**config.mk**
```make
export PLATFORM = sky130hd
export DESIGN_NAME = rcs_top
export DESIGN_NICKNAME = d
export VERILOG_FILES = /design/src/shared/rcs_pkg.sv /design/src/design/rcs_top.sv
export VERILOG_INCLUDE_DIRS = /design/src /design/src/shared
export SDC_FILE = /design/constraint.sdc
export NUM_CORES = 1
export LEC_CHECK = 0
export ABC_AREA = 0
export BUFFER_PORTS_ARGS = -buffer_cell sky130_fd_sc_hd__buf_2
export CAP_MARGIN = 0
export CORE_MARGIN = 8
export CORE_UTILIZATION = 25
export CTS_CLUSTER_SIZE = 10
export DETAILED_ROUTE_END_ITERATION = 8
export PLACE_DENSITY = 0.59
export SETUP_SLACK_MARGIN = 0.3
export SLEW_MARGIN = 20
export SYNTH_ARGS = -nofsm -noshare
export SYNTH_HDL_FRONTEND = slang
export SYNTH_SLANG_ARGS = --single-unit
```
**constraint.sdc**
```tcl
create_clock -name CLK_I -period 3.1 [get_ports CLK_I]
set_clock_uncertainty 0.2 [all_clocks]
set_input_delay 0.62 -clock CLK_I [delete_from_list [all_inputs] [get_ports CLK_I]]
set_output_delay 0.62 -clock CLK_I [all_outputs]
set_load 0.05 [all_outputs]
```
**src/shared/rcs_cfg.svh**
```systemverilog
// constants for the reset cause status logic
`ifndef RCS_CFG_SVH
`define RCS_CFG_SVH
`define RCS_PC_W          21
`define RCS_PC_RESET      21'h000000
`define RCS_PC_STEP       21'h000002
`define RCS_VEC_HIGH      21'h000008
`define RCS_VEC_LOW       21'h000018
`define RCS_BOR_CFG_SW    2'h1
// defined-reset example register: reset value in all reset cases
`define RCS_DEF_W         8
`define RCS_DEF_RST_POR   8'h00
`define RCS_DEF_RST_OTHER 8'h00
`endif

```
**src/shared/rcs_pkg.sv**
```systemverilog
// types for the reset cause status logic
package rcs_pkg;
  // reset value groups
  typedef enum logic [1:0] {
    RCS_GRP_NONE,
    RCS_GRP_POWER,
    RCS_GRP_RESET,
    RCS_GRP_WAKE
  } rcs_group_t;

  // power mode of the core when an event arrives
  typedef enum logic [1:0] {
    RCS_MODE_FULL,
    RCS_MODE_RUN,
    RCS_MODE_IDLE,
    RCS_MODE_SLEEP
  } rcs_mode_t;

  typedef struct packed {
    logic        ri;
    logic        to;
    logic        pd;
    logic        po;
    logic        bo;
    logic        sf;
    logic        su;
    logic        sbo;
    logic [20:0] pc;
    logic        pc_load;
    rcs_group_t  grp;
    logic [7:0]  defreg;
    logic [7:0]  keepreg;
  } rcs_state_t;
endpackage

```
**src/design/rcs_top.sv**
```systemverilog
// reset cause flags, program counter load and register reset values
// What this block does
// - undefined registers keep value across non-power resets
// - defined registers load value chosen by reset
// - watchdog wake-up leaves most registers untouched
// - power-on: pc zero, flags set, others cleared
// - brown-out: pc zero, flags set, brownout cleared
// - reset instruction clears reset-instruction flag
// - pin reset in run sets timeout flag
// - pin reset in idle/sleep also clears powerdown
// - watchdog in run clears timeout flag
// - pin reset at full power keeps flags
// - enabled stack full reset sets full flag
// - enabled stack underflow reset sets underflow flag
// - disabled underflow sets underflow flag and zeroes pc without a load
// - watchdog wake-up: pc plus two, clear timeout and powerdown flags
// - interrupt wake-up: pc plus two, clear powerdown
// - enabled interrupt wake-up loads interrupt vector
// - software brownout enable reset value by config
// - reset values grouped in three cases
// - software brownout enable reads zero unless configured
`include "rcs_cfg.svh"
`timescale 1ns/100ps
`default_nettype none
module rcs_top #(
  parameter int PC_W  = `RCS_PC_W,
  parameter int DEF_W = `RCS_DEF_W
) (
  input  wire logic            CLK_I,
  input  wire logic            SYS_RST_I,
  input  wire logic            POR_I,
  input  wire logic            BOR_I,
  input  wire logic            MASTER_CLEAR_PIN_I,
  input  wire logic            RESET_INSTR_I,
  input  wire logic            WDT_TIMEOUT_I,
  input  wire logic            STACK_FULL_I,
  input  wire logic            STACK_UNDERFLOW_I,
  input  wire logic            IRQ_WAKE_I,
  input  wire logic [1:0]      POWER_MODE_I,
  input  wire logic            STACK_OVERFLOW_RESET_ENABLE_CFG_I,
  input  wire logic [1:0]      BOR_CFG_I,
  input  wire logic            HIGH_IRQ_EN_I,
  input  wire logic            LOW_IRQ_EN_I,
  input  wire logic            IRQ_HIGH_I,
  input  wire logic [PC_W-1:0] CUR_PC_I,
  input  wire logic            SW_WR_I,
  input  wire logic [7:0]      SW_WDATA_I,
  input  wire logic [7:0]      SW_WMASK_I,
  input  wire logic [DEF_W-1:0] DEF_WDATA_I,
  output logic                 RESET_INSTR_FLAG_O,
  output logic                 WDT_TIMEOUT_FLAG_O,
  output logic                 POWERDOWN_FLAG_O,
  output logic                 POWERON_FLAG_O,
  output logic                 BROWNOUT_FLAG_O,
  output logic                 STACK_FULL_FLAG_O,
  output logic                 STACK_UNDERFLOW_FLAG_O,
  output logic                 SW_BOR_EN_O,
  output logic [PC_W-1:0]      PC_O,
  output logic                 PC_LOAD_O,
  output logic                 CORE_RESET_O,
  output logic [1:0]           RESET_GROUP_O,
  output logic [DEF_W-1:0]     DEF_REG_O,
  output logic [DEF_W-1:0]     KEEP_REG_O
);

  ////////////////////////////////////////////////////////////////////////
  // por and bor pass two flops, the master clear pin three; ev_por reads the second stage por_s1_q[1] directly
  logic [1:0] master_clear_pin_s1_q;
  logic [1:0] por_s1_q;
  logic       master_clear_pin_s2_q;
  logic       master_clear_pin_s3_q;
  logic       por_s2_q;
  logic       por_s3_q;
  logic       bor_s1_q;
  logic       bor_s2_q;
  logic       bor_s3_q;

  // edge detect on synchronised pins so a held pin makes one event
  always_ff @(posedge CLK_I) begin
    master_clear_pin_s1_q <= {master_clear_pin_s1_q[0], MASTER_CLEAR_PIN_I};
    por_s1_q  <= {por_s1_q[0], POR_I};
    bor_s1_q  <= BOR_I;
    bor_s2_q  <= bor_s1_q;
    master_clear_pin_s2_q <= master_clear_pin_s1_q[1];
    por_s2_q  <= por_s1_q[1];
    bor_s3_q  <= bor_s2_q;
    master_clear_pin_s3_q <= master_clear_pin_s2_q;
    por_s3_q  <= por_s2_q;
  end

  logic ev_por;
  logic ev_bor;
  logic ev_master_clear_pin;
  assign ev_por  = por_s1_q[1] & ~por_s2_q;
  assign ev_bor  = bor_s2_q & ~bor_s3_q;
  assign ev_master_clear_pin = master_clear_pin_s2_q & ~master_clear_pin_s3_q;

  ////////////////////////////////////////////////////////////////////////
  // state
  rcs_pkg::rcs_state_t st_q;
  rcs_pkg::rcs_state_t st_d;
  rcs_pkg::rcs_mode_t  mode;
  logic                pm_low;
  logic                sw_bor_mode;

  assign mode        = rcs_pkg::rcs_mode_t'(POWER_MODE_I);
  assign pm_low      = (mode == rcs_pkg::RCS_MODE_IDLE) ||
                       (mode == rcs_pkg::RCS_MODE_SLEEP);
  assign sw_bor_mode = (BOR_CFG_I == `RCS_BOR_CFG_SW);

  // priority: power-on, brown-out, pin, watchdog, instruction, stack, wake
  always_comb begin
    st_d         = st_q;
    st_d.pc_load = 1'b0;
    st_d.grp     = rcs_pkg::RCS_GRP_NONE;
    // software write to the flags; hardware events below win over it
    if (SW_WR_I) begin
      if (SW_WMASK_I[0]) st_d.ri  = SW_WDATA_I[0];
      if (SW_WMASK_I[1]) st_d.to  = SW_WDATA_I[1];
      if (SW_WMASK_I[2]) st_d.pd  = SW_WDATA_I[2];
      if (SW_WMASK_I[3]) st_d.po  = SW_WDATA_I[3];
      if (SW_WMASK_I[4]) st_d.bo  = SW_WDATA_I[4];
      if (SW_WMASK_I[5]) st_d.sf  = SW_WDATA_I[5];
      if (SW_WMASK_I[6]) st_d.su  = SW_WDATA_I[6];
      if (SW_WMASK_I[7]) st_d.sbo = SW_WDATA_I[7] & sw_bor_mode;
    end
    // keep register is never reset; it just takes software data
    if (SW_WR_I) st_d.keepreg = DEF_WDATA_I;
    else if (SW_WR_I == 1'b0 && SW_WMASK_I == 8'h00) st_d.defreg = st_q.defreg;
    if (ev_por) begin
      st_d.pc  = `RCS_PC_RESET;
      st_d.ri  = 1'b1;
      st_d.to  = 1'b1;
      st_d.pd  = 1'b1;
      st_d.po  = 1'b0;
      st_d.bo  = 1'b0;
      st_d.sf  = 1'b0;
      st_d.su  = 1'b0;
      st_d.sbo = sw_bor_mode;
      st_d.pc_load = 1'b1;
      st_d.grp     = rcs_pkg::RCS_GRP_POWER;
    end else if (ev_bor) begin
      st_d.pc  = `RCS_PC_RESET;
      st_d.ri  = 1'b1;
      st_d.to  = 1'b1;
      st_d.pd  = 1'b1;
      st_d.bo  = 1'b0;
      st_d.sbo = sw_bor_mode & st_q.sbo;
      st_d.pc_load = 1'b1;
      st_d.grp     = rcs_pkg::RCS_GRP_POWER;
    end else if (ev_master_clear_pin) begin
      st_d.pc = `RCS_PC_RESET;
      if (mode == rcs_pkg::RCS_MODE_RUN) begin
        st_d.to = 1'b1;
      end else if (pm_low) begin
        st_d.to = 1'b1;
        st_d.pd = 1'b0;
      end
      st_d.sbo     = sw_bor_mode & st_q.sbo;
      st_d.pc_load = 1'b1;
      st_d.grp     = rcs_pkg::RCS_GRP_RESET;
    end else if (WDT_TIMEOUT_I && pm_low) begin
      st_d.pc = CUR_PC_I + `RCS_PC_STEP;
      st_d.to = 1'b0;
      st_d.pd = 1'b0;
      st_d.pc_load = 1'b1;
      st_d.grp     = rcs_pkg::RCS_GRP_WAKE;
    end else if (WDT_TIMEOUT_I) begin
      st_d.pc  = `RCS_PC_RESET;
      st_d.to  = 1'b0;
      st_d.sbo = sw_bor_mode & st_q.sbo;
      st_d.pc_load = 1'b1;
      st_d.grp     = rcs_pkg::RCS_GRP_RESET;
    end else if (RESET_INSTR_I) begin
      st_d.pc  = `RCS_PC_RESET;
      st_d.ri  = 1'b0;
      st_d.sbo = sw_bor_mode & st_q.sbo;
      st_d.pc_load = 1'b1;
      st_d.grp     = rcs_pkg::RCS_GRP_RESET;
    end else if (STACK_FULL_I && STACK_OVERFLOW_RESET_ENABLE_CFG_I) begin
      st_d.pc  = `RCS_PC_RESET;
      st_d.sf  = 1'b1;
      st_d.sbo = sw_bor_mode & st_q.sbo;
      st_d.pc_load = 1'b1;
      st_d.grp     = rcs_pkg::RCS_GRP_RESET;
    end else if (STACK_UNDERFLOW_I && STACK_OVERFLOW_RESET_ENABLE_CFG_I) begin
      st_d.pc  = `RCS_PC_RESET;
      st_d.su  = 1'b1;
      st_d.sbo = sw_bor_mode & st_q.sbo;
      st_d.pc_load = 1'b1;
      st_d.grp     = rcs_pkg::RCS_GRP_RESET;
    end else if (STACK_UNDERFLOW_I) begin
      st_d.su = 1'b1;
      st_d.pc = `RCS_PC_RESET;
    end else if (IRQ_WAKE_I && mode != rcs_pkg::RCS_MODE_FULL) begin
      st_d.pd = 1'b0;
      if (HIGH_IRQ_EN_I || LOW_IRQ_EN_I) begin
        st_d.pc = IRQ_HIGH_I ? `RCS_VEC_HIGH : `RCS_VEC_LOW;
      end else begin
        st_d.pc = CUR_PC_I + `RCS_PC_STEP;
      end
      st_d.pc_load = 1'b1;
      st_d.grp     = rcs_pkg::RCS_GRP_WAKE;
    end
    // a bit latched under software control must not linger once the
    // configuration leaves software mode, so it is cleared every cycle
    if (!sw_bor_mode) st_d.sbo = 1'b0;
    // defined register: loaded by reset group, untouched by wake-up
    case (st_d.grp)
      rcs_pkg::RCS_GRP_POWER: st_d.defreg = `RCS_DEF_RST_POR;
      rcs_pkg::RCS_GRP_RESET: st_d.defreg = `RCS_DEF_RST_OTHER;
      rcs_pkg::RCS_GRP_WAKE:  st_d.defreg = st_q.defreg;
      default: begin
        if (SW_WR_I) st_d.defreg = DEF_WDATA_I;
      end
    endcase
  end

  ////////////////////////////////////////////////////////////////////////
  // state register; keep register has no reset so it survives resets
  always_ff @(posedge CLK_I) begin
    if (SYS_RST_I) begin
      st_q.ri      <= 1'b1;
      st_q.to      <= 1'b1;
      st_q.pd      <= 1'b1;
      st_q.po      <= 1'b0;
      st_q.bo      <= 1'b0;
      st_q.sf      <= 1'b0;
      st_q.su      <= 1'b0;
      st_q.sbo     <= 1'b0;
      st_q.pc      <= `RCS_PC_RESET;
      st_q.pc_load <= 1'b0;
      st_q.grp     <= rcs_pkg::RCS_GRP_NONE;
      st_q.defreg  <= `RCS_DEF_RST_POR;
    end else begin
      st_q.ri      <= st_d.ri;
      st_q.to      <= st_d.to;
      st_q.pd      <= st_d.pd;
      st_q.po      <= st_d.po;
      st_q.bo      <= st_d.bo;
      st_q.sf      <= st_d.sf;
      st_q.su      <= st_d.su;
      st_q.sbo     <= st_d.sbo;
      st_q.pc      <= st_d.pc;
      st_q.pc_load <= st_d.pc_load;
      st_q.grp     <= st_d.grp;
      st_q.defreg  <= st_d.defreg;
    end
    st_q.keepreg <= st_d.keepreg;
  end

  ////////////////////////////////////////////////////////////////////////
  // outputs come straight from the state flops; CORE_RESET_O decodes the group
  assign RESET_INSTR_FLAG_O     = st_q.ri;
  assign WDT_TIMEOUT_FLAG_O     = st_q.to;
  assign POWERDOWN_FLAG_O       = st_q.pd;
  assign POWERON_FLAG_O         = st_q.po;
  assign BROWNOUT_FLAG_O        = st_q.bo;
  assign STACK_FULL_FLAG_O      = st_q.sf;
  assign STACK_UNDERFLOW_FLAG_O = st_q.su;
  assign SW_BOR_EN_O            = st_q.sbo;
  assign PC_O                   = st_q.pc;
  assign PC_LOAD_O              = st_q.pc_load;
  assign CORE_RESET_O           = st_q.grp == rcs_pkg::RCS_GRP_POWER ||
                                  st_q.grp == rcs_pkg::RCS_GRP_RESET;
  assign RESET_GROUP_O          = st_q.grp;
  assign DEF_REG_O              = st_q.defreg;
  assign KEEP_REG_O             = st_q.keepreg;

  ////////////////////////////////////////////////////////////////////////
  // checks
  property p_por_flags;
    @(posedge CLK_I) disable iff (SYS_RST_I)
    ev_por |=> st_q.ri && st_q.to && st_q.pd && !st_q.po && !st_q.bo &&
               !st_q.sf && !st_q.su && st_q.pc == `RCS_PC_RESET;
  endproperty
  a_por_flags: assert property (p_por_flags)
    else $error("power-on flags wrong");

  property p_bor_keep_po;
    @(posedge CLK_I) disable iff (SYS_RST_I)
    (ev_bor && !ev_por) |=> !st_q.bo && st_q.ri &&
                             st_q.po == $past(st_q.po);
  endproperty
  a_bor_keep_po: assert property (p_bor_keep_po)
    else $error("brown-out flags wrong");

  property p_wdt_wake;
    @(posedge CLK_I) disable iff (SYS_RST_I)
    (WDT_TIMEOUT_I && pm_low && !ev_por && !ev_bor && !ev_master_clear_pin) |=>
      !st_q.to && !st_q.pd && st_q.grp == rcs_pkg::RCS_GRP_WAKE &&
      st_q.pc == $past(CUR_PC_I) + `RCS_PC_STEP;
  endproperty
  a_wdt_wake: assert property (p_wdt_wake)
    else $error("watchdog wake-up wrong");

  property p_sbo_zero;
    @(posedge CLK_I) disable iff (SYS_RST_I)
    !sw_bor_mode ##1 !sw_bor_mode |-> !st_q.sbo;
  endproperty
  a_sbo_zero: assert property (p_sbo_zero)
    else $error("software brownout enable not zero");

  property p_su_err;
    @(posedge CLK_I) disable iff (SYS_RST_I)
    (STACK_UNDERFLOW_I && !STACK_OVERFLOW_RESET_ENABLE_CFG_I && !ev_por && !ev_bor && !ev_master_clear_pin &&
     !WDT_TIMEOUT_I && !RESET_INSTR_I && !STACK_FULL_I) |=>
      st_q.su && !st_q.pc_load;
  endproperty
  a_su_err: assert property (p_su_err)
    else $error("underflow error handling wrong");

  property p_ri_clr;
    @(posedge CLK_I) disable iff (SYS_RST_I)
    (RESET_INSTR_I && !ev_por && !ev_bor && !ev_master_clear_pin && !WDT_TIMEOUT_I) |=>
      !st_q.ri && st_q.to == $past(st_q.to) && st_q.pc_load;
  endproperty
  a_ri_clr: assert property (p_ri_clr)
    else $error("reset instruction handling wrong");

  property p_wake_def;
    @(posedge CLK_I) disable iff (SYS_RST_I)
    st_d.grp == rcs_pkg::RCS_GRP_WAKE |=> st_q.defreg == $past(st_q.defreg);
  endproperty
  a_wake_def: assert property (p_wake_def)
    else $error("wake-up changed defined register");

  property p_reset_def;
    @(posedge CLK_I) disable iff (SYS_RST_I)
    st_d.grp == rcs_pkg::RCS_GRP_RESET |=> st_q.defreg == `RCS_DEF_RST_OTHER;
  endproperty
  a_reset_def: assert property (p_reset_def)
    else $error("defined register not reset");

endmodule
`default_nettype wire

```
==> metrics.yaml <==
die:
  die_y_um: 116
  start_util_pct: 25.5
  die_width_um: 116
  core_area_mm2: 0.00973
  dieArea_mm2: 0.0134
  num_rows: 36
  boundaryPins: 113
final_layout:
  drive_above_1_share_pct: 37.8
  layout_commonest_cell: "buf_2"
  multi_input_area_mm2: 0.00120
  mostFrequentLayoutCells: "112 x buf_2, 50 x dfxtp_1, 27 x nor2_1"
  regArea_mm2: 0.00124
  diodes: 0
  nFillCells: 1037
  nNetsFinal: 437
  area_delta_synth_final_pct: 36.2
critical_path:
  crit_type: "in -> reg"
  cp_max_fo: 8
  endpoint_kind: "flip-flop"
  reg2reg_from: "por_s2_q$_DFF_P_"
  ff2ff_path_depth: 7
  startpoint_type: "primary input"
  required_ns: 3.16
  worstPathArrival_ns: 2.55
  crit_path_start: "STACK_FULL_I"
worst_hold_path:
  hold_depth: 0
  hold_path.startpoint: "master_clear_pin_s1_q[1]$_DFF_P_"
  hold_class: "reg -> reg"
clock_network:
  cts_max_level: 3
  clock_sinks: 58
  cts_root_buf: "clkbuf_8"
  cts_hold_buf: 0
  clk_latency_ns: 0.33
  cts_buffers: 9
  clockBufferDepth: 2
  cts_tree: "done"
  post_cts_resized: 0
  clk_pin_slew_ns: 0.07
  cts_setup_buffers: 0
placed_design:
  io_buffers: 112
  place.gp.congestion: 0.767
  preCtsSetupSlack_ns: 0.257
  hpwlAfterDp_mm: 5.99
synthesis:
  synth.distinct_cells: 50
  ys_ff_latch: 58
  synth_edf_count: 8
  synth_seq_area_share_pct: 50.0
  yosysWarnings: 0
  syn_area_per_cell_um2: 9.97
  synth_flop_cell: "dfxtp_1"
  syn_nets: 315
  ys_async_sr_fraction_pct: 0
  syn-cell-area_mm2: 0.00248
  netlist_top_cells_area: "dfxtp_1 40%, edfxtp_1 9.7%, a22oi_1 5.1%, nor2_1 4.1%, nand2_1 3.9%"
  yosysTopAreaCellShare_pct: 40.3
  yosysTopAreaCell: "dfxtp_1"
  synthCells: 249
route:
  ant_nets: 0
  drt_iter0_markers: 66
  num_vias: 2297
  routedWlPerCell_um: 14.7
  drtPass1Iterations: 4
  avgViaCountPerCell: 4.51
  drt_wl_total_mm: 7.49
  drc_errors: 0
sta:
  final_hold_viol_count: 0
  post-route-period-util_pct: 80.3
  tightest_slew_ns: 0.594
  slew-limit-headroom_pct: 60.3
  period_needed_ns: 2.49
  finalSetupViolations: 0
  worst_slack_ns: 0.609
  setup_tns_ns: 0
  rsz0062_at_grt: "no"
  slew_violations: 0
  fmax_mhz: 402
global_routing:
  antenna_found_initial: 0
  grt_pass1_vias: 2388
  track_usage_pct: 11.5
  grt_max_degree: 22
  overflow: 0
  grt_pass1_wl_mm: 11.9
pwr:
  total_power_uw: 1730
  p_leak_uw: 0.00148
  power.density_mw_per_mm2: 511
  ir_drop_mv: 0.161
status:
  status: "completed"
run:
  cap_violations: 0
-- logic make-up (layout without fill, tap and decap cells) --
| logic type | Yosys count | after routing | share of synthesized area (%) |
|---|---|---|---|
| adder cells (fa/ha/maj) | 2 | 2 | 1.01 |
| buffers and inverters | 8 | 135 | 1.71 |
| AO/OA/AOI/OAI | 62 | 62 | 19.1 |
| multiplexers | 5 | 5 | 2.02 |
| XOR/XNOR | 16 | 16 | 5.64 |
| flip-flops | 58 | 58 | 50.0 |
| AND/OR/NAND/NOR | 98 | 98 | 20.5 |
-- synthesized netlist by cell type (all sizes together) (2+ instances only) --
cell     instances
a211o            2
a21oi           12
a22oi           17
and2             4
and3             3
and4             2
buf              3
clkbuf           3
dfxtp           50
edfxtp           8
ha               2
inv              2
mux2i            5
nand2           26
nand2b           6
nand3            7
nand4            9
nor2            27
nor2b            3
nor3             6
nor4             2
o21a             2
o21ai            8
o2bb2ai          8
o31ai            2
xnor2           10
xor2             6
-- metrics by stage --
step           utilization, %  cells  hold WS (ns)  area (um2)
5_1_grt                  34.8    509         0.143        3380
4_1_cts                  34.8    509         0.130        3380
3_3_place_gp             33.0    493         0.110        3210
2_1_floorplan               -    249         0.110        2480
3_5_place_dp             33.0    493         0.113        3210
6_report                 34.8    509         0.130        3380
-- power by group --
| part | switching [uW] | internal [uW] |
|---|---|---|
| registers | 12.8 | 797 |
| logic | 218 | 99.0 |
| clock network | 314 | 286 |
| total | 545 | 1180 |
-- flip-flops by register name, indices dropped and copies added, names as in the netlist, 2 cells and up --
name / flops
PC_O: 21
DEF_REG_O: 8
KEEP_REG_O: 8
RESET_GROUP_O: 2
master_clear_pin_s1_q: 2
por_s1_q: 2
-- area by class of cell --
class	instances	share of cell area [%]
Inverter	2	0.222
Timing Repair Buffer	117	17.7
Sequential cell	58	36.7
Tap cell	133	4.92
Clock inverter	7	1.37
Multi-Input combinational cell	183	35.4
Clock buffer	9	3.66
-- worst paths after layout --
check / endpoint / slack [ns]
setup / recovery: DEF_REG_O[5]$_SDFFE_PP0P_ / 0.61
hold / removal: master_clear_pin_s2_q$_DFF_P_ / 0.13
setup reg to reg: DEF_REG_O[5]$_SDFFE_PP0P_ / 0.91
hold reg to reg: master_clear_pin_s2_q$_DFF_P_ / 0.13
-- metal layers --
layer / wire length, um / track usage (%) / vias up
li1: - / - / 1158
met1: 3290 / 13.0 / 1033
met2: 3230 / 18.3 / 95
met3: 856 / 5.11 / 11
met4: 121 / 4.93 / 0
met5: 0 / 0 / -
-- worst max-delay path: stages --
cell and delay (ns):
buf_2 0.13, a2111oi_4 0.36, and2_4 0.21, o21ai_0 0.11
nand2_1 0.10, ha_1 0.23, o21bai_1 0.49, a22oi_1 0.17
nor2_1 0.12
Power figures use the tool's default switching activity.
